File: config.mk
export PLATFORM = sky130hd
export DESIGN_NAME = adc_conversion_control
export DESIGN_NICKNAME = d
export VERILOG_FILES = /design/src/logic/unused_placeholder_removed.sv /design/src/inc/adc_ctrl_pkg.sv /design/src/inc/conv_tick_if.sv /design/src/logic/conv_clock_gen.sv /design/src/logic/adc_conversion_control.sv
export SDC_FILE = /design/constraint.sdc
export NUM_CORES = 1
export LEC_CHECK = 0
export BUFFER_PORTS_ARGS = -buffer_cell sky130_fd_sc_hd__buf_2
export CORE_MARGIN = 8
export CORE_UTILIZATION = 50
export DETAILED_ROUTE_END_ITERATION = 8
export PLACE_DENSITY = 0.71
export SKIP_LAST_GASP = 1
export SYNTH_ARGS = -nofsm -noshare
export SYNTH_HDL_FRONTEND = slang
export SYNTH_SLANG_ARGS = --single-unit
File: constraint.sdc
create_clock -name sys_clk -period 2.7 [get_ports sys_clk]
set_clock_uncertainty 0.1 [all_clocks]
set_input_delay 0 -clock sys_clk [delete_from_list [all_inputs] [get_ports sys_clk]]
set_output_delay 0 -clock sys_clk [all_outputs]
set_load 0.01 [all_outputs]
File: src/logic/unused_placeholder_removed.sv
// Intentionally empty file holder.
`timescale 1ns/10ps
`default_nettype none
`default_nettype wire

File: src/inc/adc_ctrl_pkg.sv
// Shared constants and types for the converter control block.
package adc_ctrl_pkg;

    // ==========================================================
    // Register addresses
    localparam logic [7:0] PORT_A_DATA_ADDR = 8'h05;
    localparam logic [7:0] INTERRUPT_CONTROL_ADDR = 8'h0b;
    localparam logic [7:0] PERIPH_FLAGS_ADDR = 8'h0c;
    localparam logic [7:0] RESULT_ADDR = 8'h1e;
    localparam logic [7:0] CONTROL_ADDR = 8'h1f;
    localparam logic [7:0] DIRECTION_ADDR = 8'h85;
    localparam logic [7:0] PERIPH_ENABLES_ADDR = 8'h8c;
    localparam logic [7:0] PIN_CONFIG_ADDR = 8'h9f;

    // ==========================================================
    // Field positions
    localparam int CLK_SEL_HI = 7;
    localparam int CLK_SEL_LO = 6;
    localparam int CHAN_HI = 5;
    localparam int CHAN_LO = 3;
    localparam int GO_BIT = 2;
    localparam int ON_BIT = 0;
    localparam int DONE_FLAG_BIT = 6;
    localparam int DONE_ENABLE_BIT = 6;

    // ==========================================================
    // Reset values and write masks
    localparam logic [7:0] CONTROL_RESET = 8'h00;
    localparam logic [7:0] CONTROL_WRITE_MASK = 8'hfd;
    localparam logic [2:0] PIN_CONFIG_RESET = 3'h0;
    localparam logic [5:0] DIRECTION_RESET = 6'h3f;
    localparam logic [5:0] LATCH_RESET = 6'h00;
    localparam logic [7:0] ENABLES_RESET = 8'h00;
    localparam logic [7:0] INTERRUPT_CONTROL_RESET = 8'h00;

    // ==========================================================
    // Conversion timing
    typedef enum logic [1:0] {
        CLK_SEL_2 = 2'h0,
        CLK_SEL_8 = 2'h1,
        CLK_SEL_32 = 2'h2,
        CLK_SEL_RC = 2'h3
    } clk_sel_t;
    localparam int SYS_PERIOD_NS = 8;
    localparam int RC_TAD_NS = 4000;
    // Half bit periods in system cycles; one oscillator period is one cycle.
    localparam logic [7:0] HALF_2 = 8'h01;
    localparam logic [7:0] HALF_8 = 8'h04;
    localparam logic [7:0] HALF_32 = 8'h10;
    localparam logic [7:0] HALF_RC = 8'(RC_TAD_NS / (2 * SYS_PERIOD_NS));
    // Nine and a half bit periods counted in half periods.
    localparam logic [4:0] CONV_HALVES = 5'h13;
    localparam logic [3:0] COMPARE_TRIGGER_MODE = 4'hb;

    typedef enum logic [1:0] {
        ST_IDLE = 2'h0,
        ST_CONV = 2'h1,
        ST_DONE = 2'h3
    } conv_state_t;

    // Pins of port A that each pin configuration makes analogue.
    function automatic logic [5:0] analog_pins(input logic [2:0] cfg);
        case (cfg)
            3'h0, 3'h1: analog_pins = 6'h2f;
            3'h2, 3'h3: analog_pins = 6'h0f;
            3'h4, 3'h5: analog_pins = 6'h0b;
            default: analog_pins = 6'h00;
        endcase
    endfunction : analog_pins

endpackage : adc_ctrl_pkg

File: src/inc/conv_tick_if.sv
// Link between the conversion sequencer and its bit period divider.
`timescale 1ns/10ps
`default_nettype none
interface conv_tick_if;
    logic [1:0] clock_select;
    logic run;
    logic half_tick;
    modport gen (input clock_select, input run, output half_tick);
    modport ctl (output clock_select, output run, input half_tick);
endinterface : conv_tick_if
`default_nettype wire

File: src/logic/conv_clock_gen.sv
// Bit period divider producing half bit period enable pulses.
`timescale 1ns/10ps
`default_nettype none
module conv_clock_gen (
    input wire logic sys_clk,
    input wire logic rstn,
    conv_tick_if.gen tick
);

    logic [7:0] cnt_reg;
    logic [7:0] cnt_next;
    logic tick_reg;
    logic tick_next;
    logic [7:0] half_len;

    // ==========================================================
    // Divider
    // The RC source is modelled as a fixed divide of the system clock,
    // so its period is the typical value, not a free running oscillator.
    always_comb begin
        case (tick.clock_select)
            adc_ctrl_pkg::CLK_SEL_2: half_len = adc_ctrl_pkg::HALF_2;
            adc_ctrl_pkg::CLK_SEL_8: half_len = adc_ctrl_pkg::HALF_8;
            adc_ctrl_pkg::CLK_SEL_32: half_len = adc_ctrl_pkg::HALF_32;
            default: half_len = adc_ctrl_pkg::HALF_RC;
        endcase
        cnt_next = 8'h00;
        tick_next = 1'b0;
        if (tick.run) begin
            if (cnt_reg == half_len - 8'h01) begin
                tick_next = 1'b1;
            end else begin
                cnt_next = cnt_reg + 8'h01;
            end
        end
    end

    // Registers only.
    always_ff @(posedge sys_clk or negedge rstn) begin
        if (!rstn) begin
            cnt_reg <= 8'h00;
            tick_reg <= 1'b0;
        end else begin
            cnt_reg <= cnt_next;
            tick_reg <= tick_next;
        end
    end

    assign tick.half_tick = tick_reg;
endmodule : conv_clock_gen
`default_nettype wire

File: src/logic/adc_conversion_control.sv
// Control logic of an 8-bit successive approximation converter.
`timescale 1ns/10ps
`default_nettype none
module adc_conversion_control (
    input wire logic sys_clk,
    input wire logic rstn,
    input wire logic [7:0] addr,
    input wire logic [7:0] wdata,
    input wire logic wr,
    input wire logic rd,
    output logic [7:0] rdata,
    output logic irq,
    input wire logic special_event,
    input wire logic [3:0] compare_unit_mode,
    output logic timer1_clear,
    input wire logic [7:0] conv_value,
    output logic [2:0] input_channel_select,
    input wire logic [5:0] port_a_pins,
    output logic [5:0] port_a_out,
    output logic [5:0] port_a_oe
);

    conv_tick_if tick ();

    conv_clock_gen clock_gen (
        .sys_clk(sys_clk),
        .rstn(rstn),
        .tick(tick)
    );

    // ==========================================================
    // Input synchronisers
    // Pins and the analogue core are outside this clock domain.
    logic [5:0] pin_meta_reg;
    logic [5:0] pin_sync_reg;
    logic [7:0] value_meta_reg;
    logic [7:0] value_sync_reg;

    always_ff @(posedge sys_clk or negedge rstn) begin
        if (!rstn) begin
            pin_meta_reg <= 6'h00;
            pin_sync_reg <= 6'h00;
            value_meta_reg <= 8'h00;
            value_sync_reg <= 8'h00;
        end else begin
            pin_meta_reg <= port_a_pins;
            pin_sync_reg <= pin_meta_reg;
            value_meta_reg <= conv_value;
            value_sync_reg <= value_meta_reg;
        end
    end

    // ==========================================================
    // State and registers
    adc_ctrl_pkg::conv_state_t state_reg;
    adc_ctrl_pkg::conv_state_t state_next;
    logic [4:0] halves_reg;
    logic [4:0] halves_next;
    logic [7:0] ctl_reg;
    logic [7:0] ctl_next;
    logic [2:0] pcfg_reg;
    logic [2:0] pcfg_next;
    logic [5:0] dir_reg;
    logic [5:0] dir_next;
    logic [5:0] lat_reg;
    logic [5:0] lat_next;
    logic [7:0] interrupt_control_reg;
    logic [7:0] interrupt_control_next;
    logic [7:0] en_reg;
    logic [7:0] en_next;
    logic flag_reg;
    logic flag_next;
    logic irq_reg;
    logic irq_next;
    logic t1clr_reg;
    logic t1clr_next;
    logic [7:0] rdata_reg;
    logic [7:0] rdata_next;
    logic [5:0] oe_reg;
    logic [5:0] oe_next;
    logic [7:0] result_reg;
    logic [7:0] result_next;
    logic trig_hit;

    assign tick.clock_select = ctl_reg[adc_ctrl_pkg::CLK_SEL_HI:
                                       adc_ctrl_pkg::CLK_SEL_LO];
    assign tick.run = (state_reg == adc_ctrl_pkg::ST_CONV);
    assign trig_hit = special_event &&
        (compare_unit_mode == adc_ctrl_pkg::COMPARE_TRIGGER_MODE);

    // Next values for the sequencer, registers and bus answer.
    always_comb begin
        ctl_next = ctl_reg;
        pcfg_next = pcfg_reg;
        dir_next = dir_reg;
        lat_next = lat_reg;
        interrupt_control_next = interrupt_control_reg;
        en_next = en_reg;
        flag_next = flag_reg;
        result_next = result_reg;
        state_next = state_reg;
        halves_next = halves_reg;
        rdata_next = 8'h00;
        if (wr) begin
            case (addr)
                adc_ctrl_pkg::CONTROL_ADDR:
                    ctl_next = wdata &
                        adc_ctrl_pkg::CONTROL_WRITE_MASK;
                adc_ctrl_pkg::PIN_CONFIG_ADDR: pcfg_next = wdata[2:0];
                adc_ctrl_pkg::DIRECTION_ADDR: dir_next = wdata[5:0];
                adc_ctrl_pkg::PORT_A_DATA_ADDR: lat_next = wdata[5:0];
                adc_ctrl_pkg::INTERRUPT_CONTROL_ADDR: interrupt_control_next = wdata;
                adc_ctrl_pkg::PERIPH_ENABLES_ADDR: en_next = wdata;
                adc_ctrl_pkg::RESULT_ADDR: result_next = wdata;
                adc_ctrl_pkg::PERIPH_FLAGS_ADDR: begin
                    if (wdata[adc_ctrl_pkg::DONE_FLAG_BIT]) begin
                        flag_next = 1'b0;
                    end
                end
                default: ;
            endcase
        end
        // The trigger is ignored for the start bit while the converter is
        // off; Timer1 is cleared either way below.
        if (trig_hit && ctl_next[adc_ctrl_pkg::ON_BIT]) begin
            ctl_next[adc_ctrl_pkg::GO_BIT] = 1'b1;
        end
        // Start does not look at channel or direction bits.
        case (state_reg)
            adc_ctrl_pkg::ST_IDLE: begin
                halves_next = 5'h00;
                if (ctl_reg[adc_ctrl_pkg::GO_BIT] &&
                    ctl_reg[adc_ctrl_pkg::ON_BIT]) begin
                    state_next = adc_ctrl_pkg::ST_CONV;
                end
            end
            adc_ctrl_pkg::ST_CONV: begin
                if (!ctl_next[adc_ctrl_pkg::GO_BIT] ||
                    !ctl_next[adc_ctrl_pkg::ON_BIT]) begin
                    state_next = adc_ctrl_pkg::ST_IDLE;
                end else if (tick.half_tick) begin
                    halves_next = halves_reg + 5'h01;
                    if (halves_next == adc_ctrl_pkg::CONV_HALVES) begin
                        state_next = adc_ctrl_pkg::ST_DONE;
                    end
                end
            end
            adc_ctrl_pkg::ST_DONE: begin
                result_next = value_sync_reg;
                ctl_next[adc_ctrl_pkg::GO_BIT] = 1'b0;
                flag_next = 1'b1;
                state_next = adc_ctrl_pkg::ST_IDLE;
            end
            default: state_next = adc_ctrl_pkg::ST_IDLE;
        endcase
        // Turning the converter off abandons any start request.
        if (!ctl_next[adc_ctrl_pkg::ON_BIT]) begin
            ctl_next[adc_ctrl_pkg::GO_BIT] = 1'b0;
        end
        t1clr_next = trig_hit;
        irq_next = flag_next &&
            en_next[adc_ctrl_pkg::DONE_ENABLE_BIT];
        oe_next = ~dir_next;
        if (rd) begin
            case (addr)
                adc_ctrl_pkg::PORT_A_DATA_ADDR: rdata_next = {2'h0,
                    pin_sync_reg &
                    ~adc_ctrl_pkg::analog_pins(pcfg_reg)};
                adc_ctrl_pkg::CONTROL_ADDR: rdata_next = ctl_reg;
                adc_ctrl_pkg::PIN_CONFIG_ADDR: rdata_next = {5'h00, pcfg_reg};
                adc_ctrl_pkg::DIRECTION_ADDR: rdata_next = {2'h0, dir_reg};
                adc_ctrl_pkg::INTERRUPT_CONTROL_ADDR: rdata_next = interrupt_control_reg;
                adc_ctrl_pkg::PERIPH_ENABLES_ADDR: rdata_next = en_reg;
                adc_ctrl_pkg::RESULT_ADDR: rdata_next = result_reg;
                adc_ctrl_pkg::PERIPH_FLAGS_ADDR:
                    rdata_next = {1'b0, flag_reg, 6'h00};
                default: rdata_next = 8'h00;
            endcase
        end
    end

    // Control registers load their reset values on every reset; direction resets to all ones.
    always_ff @(posedge sys_clk or negedge rstn) begin
        if (!rstn) begin
            state_reg <= adc_ctrl_pkg::ST_IDLE;
            halves_reg <= 5'h00;
            ctl_reg <= adc_ctrl_pkg::CONTROL_RESET;
            pcfg_reg <= adc_ctrl_pkg::PIN_CONFIG_RESET;
            dir_reg <= adc_ctrl_pkg::DIRECTION_RESET;
            lat_reg <= adc_ctrl_pkg::LATCH_RESET;
            interrupt_control_reg <= adc_ctrl_pkg::INTERRUPT_CONTROL_RESET;
            en_reg <= adc_ctrl_pkg::ENABLES_RESET;
            flag_reg <= 1'b0;
            irq_reg <= 1'b0;
            t1clr_reg <= 1'b0;
            rdata_reg <= 8'h00;
            oe_reg <= 6'h00;
        end else begin
            state_reg <= state_next;
            halves_reg <= halves_next;
            ctl_reg <= ctl_next;
            pcfg_reg <= pcfg_next;
            dir_reg <= dir_next;
            lat_reg <= lat_next;
            interrupt_control_reg <= interrupt_control_next;
            en_reg <= en_next;
            flag_reg <= flag_next;
            irq_reg <= irq_next;
            t1clr_reg <= t1clr_next;
            rdata_reg <= rdata_next;
            oe_reg <= oe_next;
        end
    end

    // The result has no reset so it survives every reset and powers up
    // unknown; a reader must not trust it before the first conversion.
    always_ff @(posedge sys_clk) begin
        result_reg <= result_next;
    end

    assign rdata = rdata_reg;
    assign irq = irq_reg;
    assign timer1_clear = t1clr_reg;
    assign input_channel_select = ctl_reg[adc_ctrl_pkg::CHAN_HI:
                                          adc_ctrl_pkg::CHAN_LO];
    assign port_a_out = lat_reg;
    assign port_a_oe = oe_reg;

    logic [15:0] conv_cycles_reg;
    logic [15:0] expect_cycles;
    always_ff @(posedge sys_clk or negedge rstn) begin
        if (!rstn) begin
            conv_cycles_reg <= 16'h0000;
        end else if (state_reg == adc_ctrl_pkg::ST_CONV) begin
            conv_cycles_reg <= conv_cycles_reg + 16'h0001;
        end else begin
            conv_cycles_reg <= 16'h0000;
        end
    end
    always_comb begin
        case (tick.clock_select)
            adc_ctrl_pkg::CLK_SEL_2: expect_cycles = 16'h0014;
            adc_ctrl_pkg::CLK_SEL_8: expect_cycles = 16'h004d;
            adc_ctrl_pkg::CLK_SEL_32: expect_cycles = 16'h0131;
            default: expect_cycles = 16'h0000;
        endcase
    end
endmodule : adc_conversion_control
`default_nettype wire

# Yosys cells after proc, flatten, opt, wreduce, memory -nomap -nowiden
# Cells that the tools add are included.
totals:
  register_bits: 107
  latch_bits: 0
  mem_bits_rw: 0
  rom_bits: 0
  input_bits: 39
  wordCells: 111
  n_memories: 0
classes:
  n_addsub: 3
  multipliers: 0
  n_div: 0
  magnitude_cmp: 0
  n_eq_ne: 25
  shifts: 0
  n_mux: 34
  bitwise: 3
  reduce_logical: 24
ops:
  columns: ["operator", "count"]
  rows:
  - ["8-bit one-hot mux with 8 select lines", 1]
  - ["8-bit 2-to-1 mux", 6]
  - ["8-bit equality test, second input constant", 3]
  - ["6-bit 2-to-1 mux", 4]
  - ["8-bit one-hot mux with 3 select lines", 1]
  - ["6-bit one-hot mux with 3 select lines", 1]
  - ["8-bit by 4-bit equality test with 1-bit output, second input constant", 2]
  - ["8-bit by 5-bit equality test with 1-bit output, second input constant", 2]
  - ["7-bit 2-to-1 mux", 2]
  - ["6-bit NOT", 2]
  - ["2-bit AND reduction", 6]
  - ["5-bit 2-to-1 mux", 2]
  - ["5-bit one-hot mux with 2 select lines", 1]
  - ["1-bit 2-to-1 mux", 9]
  - ["8-bit by 1-bit adder with 8-bit output, second input constant", 1]
  - ["8-bit by 3-bit equality test with 1-bit output, second input constant", 1]
  - ["8-bit equality test", 1]
  - ["2-bit 2-to-1 mux", 4]
  - ["8-bit by 1-bit subtractor with 8-bit output, second input constant", 1]
  - ["6-bit bitwise AND", 1]
  - ["3-bit by 2-bit equality test with 1-bit output, second input constant", 2]
  - ["3-bit equality test, second input constant", 2]
  - ["3-bit 2-to-1 mux", 2]
  - ["2-bit != test, second input constant", 3]
  - ["16 further kinds", 29]

# Logic depth before layout (Yosys ltp)
depth:
  depth_word: 9
  ltp_mapped: 7
  depth_no_buf: 7

# Hierarchy
# From an unflattened synthesis, not the netlist that was laid out.
unflattened:
  hier_cells: 362
  area_unflattened_um2: 4569.4
modules_own_cells:
  columns: ["module", "instances", "cells_each", "area_each_um2", "seq_area_each_um2"]
  rows:
  - ["adc_conversion_control", 1, 309, 4052.6, 2499.9]
  - ["conv_clock_gen", 1, 53, 516.7, 225.2]

# Worst setup path before layout
# OpenSTA, ideal clock, no wires.
synth_path:
  kind: "register -> register"
  start: "register ctl_reg[7]"
  end: "register clock_gen.cnt_reg[2]"
  setup_ps: 124
  arrival_ps: 1825
  required_time_ps: 2476
  path_slack_ps: 651
  stages_incl_launch_ff: 7
  cell_sequence: "dfrtp_1 ha_1 or4_1 a2111oi_0 nand3_1 nand2_1 nor2_1"
synth_via:
  elab_chain_cells: 6
  word_cells_on_any_way: 8
  classes_between: "1 x add/sub; 3 x eq/ne; 3 x mux; 1 x reduce/logical"
synth_lines:
  columns: ["element", "line_no", "rtl"]
  rows:
  - ["start, declared", "adc_conversion_control.sv:59", "logic [7:0] ctl_reg;"]
  - ["start signal, assigned", "adc_conversion_control.sv:187", "ctl_reg <= adc_ctrl_pkg::CONTROL_RESET;"]
  - ["start signal, assigned", "adc_conversion_control.sv:201", "ctl_reg <= ctl_next;"]
  - ["2-bit equality test (tied with other cells)", "conv_clock_gen.sv:21", "case (tick.clock_select)"]
  - ["8-bit one-hot mux with 3 select lines *", "conv_clock_gen.sv:21", null]
  - ["8-bit by 1-bit subtractor with 8-bit output *", "conv_clock_gen.sv:30", "if (cnt_reg == half_len - 8'h01) begin"]
  - ["8-bit equality test *", "conv_clock_gen.sv:30", null]
  - ["8-bit 2-to-1 mux *", "conv_clock_gen.sv:30", null]
  - ["8-bit 2-to-1 mux *", "conv_clock_gen.sv:29", "if (tick.run) begin"]
  - ["named net clock_gen.cnt_next[2]", "conv_clock_gen.sv:11", "logic [7:0] cnt_next;"]
  - ["end signal, assigned", "conv_clock_gen.sv:44", "cnt_reg <= cnt_next;"]
  - ["end, declared", "conv_clock_gen.sv:10", "logic [7:0] cnt_reg;"]
# The timed path passes the listed nets; every way through them passes the cells marked *.
# A chain may end at the register's enable or synchronous reset.

# Worst setup path after layout
layout_path:
  start: "register ctl_reg[7]"
  end: "register clock_gen.cnt_reg[3]"
# Same word-level chain as after synthesis.

==> results_dict.tcl <==
set metrics [dict create \
    status "complete, no violations" \
    routabilityCongestion 0.802 \
    yosysWarnings 0 \
    min-delay-start "compare_unit_mode[2]" \
    cts_setup_buffers 0 \
    cp.required_ns 2.84 \
    synth_nets 387 \
    io_pins 64 \
    clk_pin_slew_worst_paths_ns 0.10 \
    clk_latency_ns 0.36 \
    n_antenna_cell 0 \
    drive_gt1_frac 0.343 \
    synth_area_leaders "dfrtp_1 (52%), mux2_2 (11%), edfxtp_1 (5.4%)" \
    synth_edf_count 8 \
    drv_slew 0 \
    die_w_microns 111 \
    leakage_uw 0.00257 \
    final_cell_area_sq_um 5360 \
    path_cells "ha_1 > or4_1 > a2111oi_0 > nand3_1 > nand2_1 > nor2_1" \
    start_kind "flip-flop" \
    arrival_ns 2.49 \
    hpwl_microns 6480 \
    synth_fa_ha_area_frac 0.0196 \
    multi_input_area_sq_um 1640 \
    clock.fmax_mhz 426 \
    placed_area_sq_um 4890 \
    critPathTopFamily "simple AND/OR/NAND/NOR gates" \
    htreeDepth 3 \
    fin_ws_ns 0.353 \
    wl_met2_microns 4580 \
    crit_slowest_cell "dfrtp_1" \
    synth_top_family_by_area "multiplexers" \
    dr_total_vias 2965 \
    synth_ff_type "dfrtp_1" \
    antenna_found_initial 0 \
    grt_max_degree 81 \
    grt_usage 0.157 \
    syn_avg_cell_area_sq_um 13.1 \
    num_rows 34 \
    crit_type "flip-flop to flip-flop" \
    hold_violations 0 \
    pre_cts_slack_ns 0.345 \
    antenna_left 0 \
    synth_compound_area_frac 0.0709 \
    synthSimpleGateAreaFrac 0.115 \
    clockRootBuffer "clkbuf_8" \
    ctsLongestPathBuffers 2 \
    syn-instance-count 341 \
    grt_pass1_wl_microns 15700 \
    dieArea_sq_um 12200 \
    drc 0 \
    mappedNetlistArea_sq_um 4480 \
    via_per_inst 5.46 \
    synthXorXnorAreaFrac 0.0254 \
    crit_fanout 7 \
    first_pass_iters 4 \
    reg2reg_slack_ns 0.35 \
    drt_iter0_drc 176 \
    reg2reg_from "ctl_reg[7]" \
    muxShareOfSynthArea 0.135 \
    io_buffers 63 \
    wl_met1_microns 4340 \
    worst_pin_slew_ns 0.994 \
    core_area_sq_um 8720 \
    irDropWorstVdd_uv 271 \
    cp-end-kind "flip-flop" \
    synth.most_common_cell "dfrtp_1" \
    min_period_ns 2.35 \
    cts_buffers 9 \
    ys_seq_area_frac 0.608 \
    fin_crit_sh 0.869 \
    cts_tree "done" \
    rsz0062_at_grt "false" \
    netlist-cell-type-count 51 \
    totalWireLength_microns 9450 \
    hold_path.class "input port to flip-flop" \
    final-seq-area_sq_um 2730 \
    wl_met3_microns 432 \
    power_density_nw_per_um2 546 \
    slew_headroom 0.338 \
    crit_buf_inv 0 \
    fin_tns_setup_ns 0 \
    wl_per_cell_microns 17.4 \
    yosysTopAreaCell "dfrtp_1" \
    grt-ovfl-total 0 \
    synthTopCellsByCount "dfrtp_1 (93), mux2_2 (45), nand2_1 (25), nor2_1 (17)" \
    synth-seq-cells 107 \
    setup_viol 0 \
    synth_top_area_frac 0.520 \
    grt_pass1_vias 3094 \
    async_flop_share 0.925 \
    die_y_microns 111 \
    routed.top_layer "met4" \
    areaGrowthSynthToFinish_pct 19.6 \
    start_util 0.514 \
    num-fill-cells 684 \
    max_cap_violations 0 \
    cts.sinks 107 \
    slowest_delay_ns 0.47 \
    final_nets 476 \
    cp-startpoint "ctl_reg[7]" \
]
-- routing by layer --
| layer | vias to the layer above | global-route usage |
|---|---|---|
| li1 | 1397 | - |
| met4 | 0 | 0.0486 |
| met2 | 81 | 0.254 |
| met3 | 7 | 0.0368 |
| met1 | 1480 | 0.204 |
| met5 | - | 0 |
-- area by class of cell --
class / count / share of cell area
Timing Repair Buffer: 92 / 0.112
Clock inverter: 5 / 0.00887
Inverter: 11 / 0.00771
Sequential cell: 107 / 0.509
Multi-Input combinational cell: 209 / 0.305
Tap cell: 108 / 0.0252
Clock buffer: 11 / 0.0325
-- stage by stage --
stage | hold slack [ns] | power, uW | utilization | instances
2_1_floorplan | -0.396 | 1810 | - | 341
3_3_place_gp | 0.00817 | 1900 | 0.560 | 502
3_5_place_dp | 0.00935 | 1910 | 0.560 | 502
4_1_cts | 0.00930 | 2950 | 0.614 | 543
5_1_grt | 0.0296 | 3050 | 0.614 | 543
6_report | 0.0265 | 2920 | 0.614 | 543
-- worst min-delay path: stages --
cell	delay (ns)
buf_2	0.07
and4b_1	0.22
and2_1	0.16
-- final timing paths --
kind	endpoint	cells past startpoint
worst min-delay path	timer1_clear	3
max in group asynchronous	rdata[2]	3
worst max register to register	clock_gen.cnt_reg[3]	6
worst max-delay path	clock_gen.cnt_reg[3]	6
worst min register to register	value_sync_reg[2]	0
min in group asynchronous	halves_reg[3]	2
-- timing repair --
item | in CTS | in global routing
hold endpoints to repair | 140 | 0
hold buffers | 25 | 0
gates resized for setup | 0 | 0
endpoints found under the setup margin | 0 | 0
-- logic make-up (layout without fill, tap and decap cells) --
kind of cell,Yosys count,count (layout)
xor gates and xnor gates,13,13
and+or+nand+nor,92,92
AOI/OAI and AO/OA,44,44
buffers and inverters,25,119
muxes,53,53
DFF,107,107
adders and majority gates,7,7
-- power breakdown --
group	switching [uW]	leakage [uW]	internal (uW)	total [uW]
Clock	557	0.000114	465	1020
Combinational	105	0.00113	96.8	202
Sequential	24.8	0.00133	1670	1700
Total	687	0.00257	2240	2920
-- cells in the final DEF, fill, tap and decap left out, types with 7 or more instances in the layout --
cell           count
a22oi_1            9
ha_1               7
dlygate4sd3_1     25
mux2_2            45
clkbuf_8           9
dfrtp_1           93
nand3_1           11
edfxtp_1           8
nand2_1           25
buf_2             62
inv_1             11
nor2_1            17
a21oi_1            8
xor2_1             7
No activity file was read; power rests on OpenSTA's default activity.
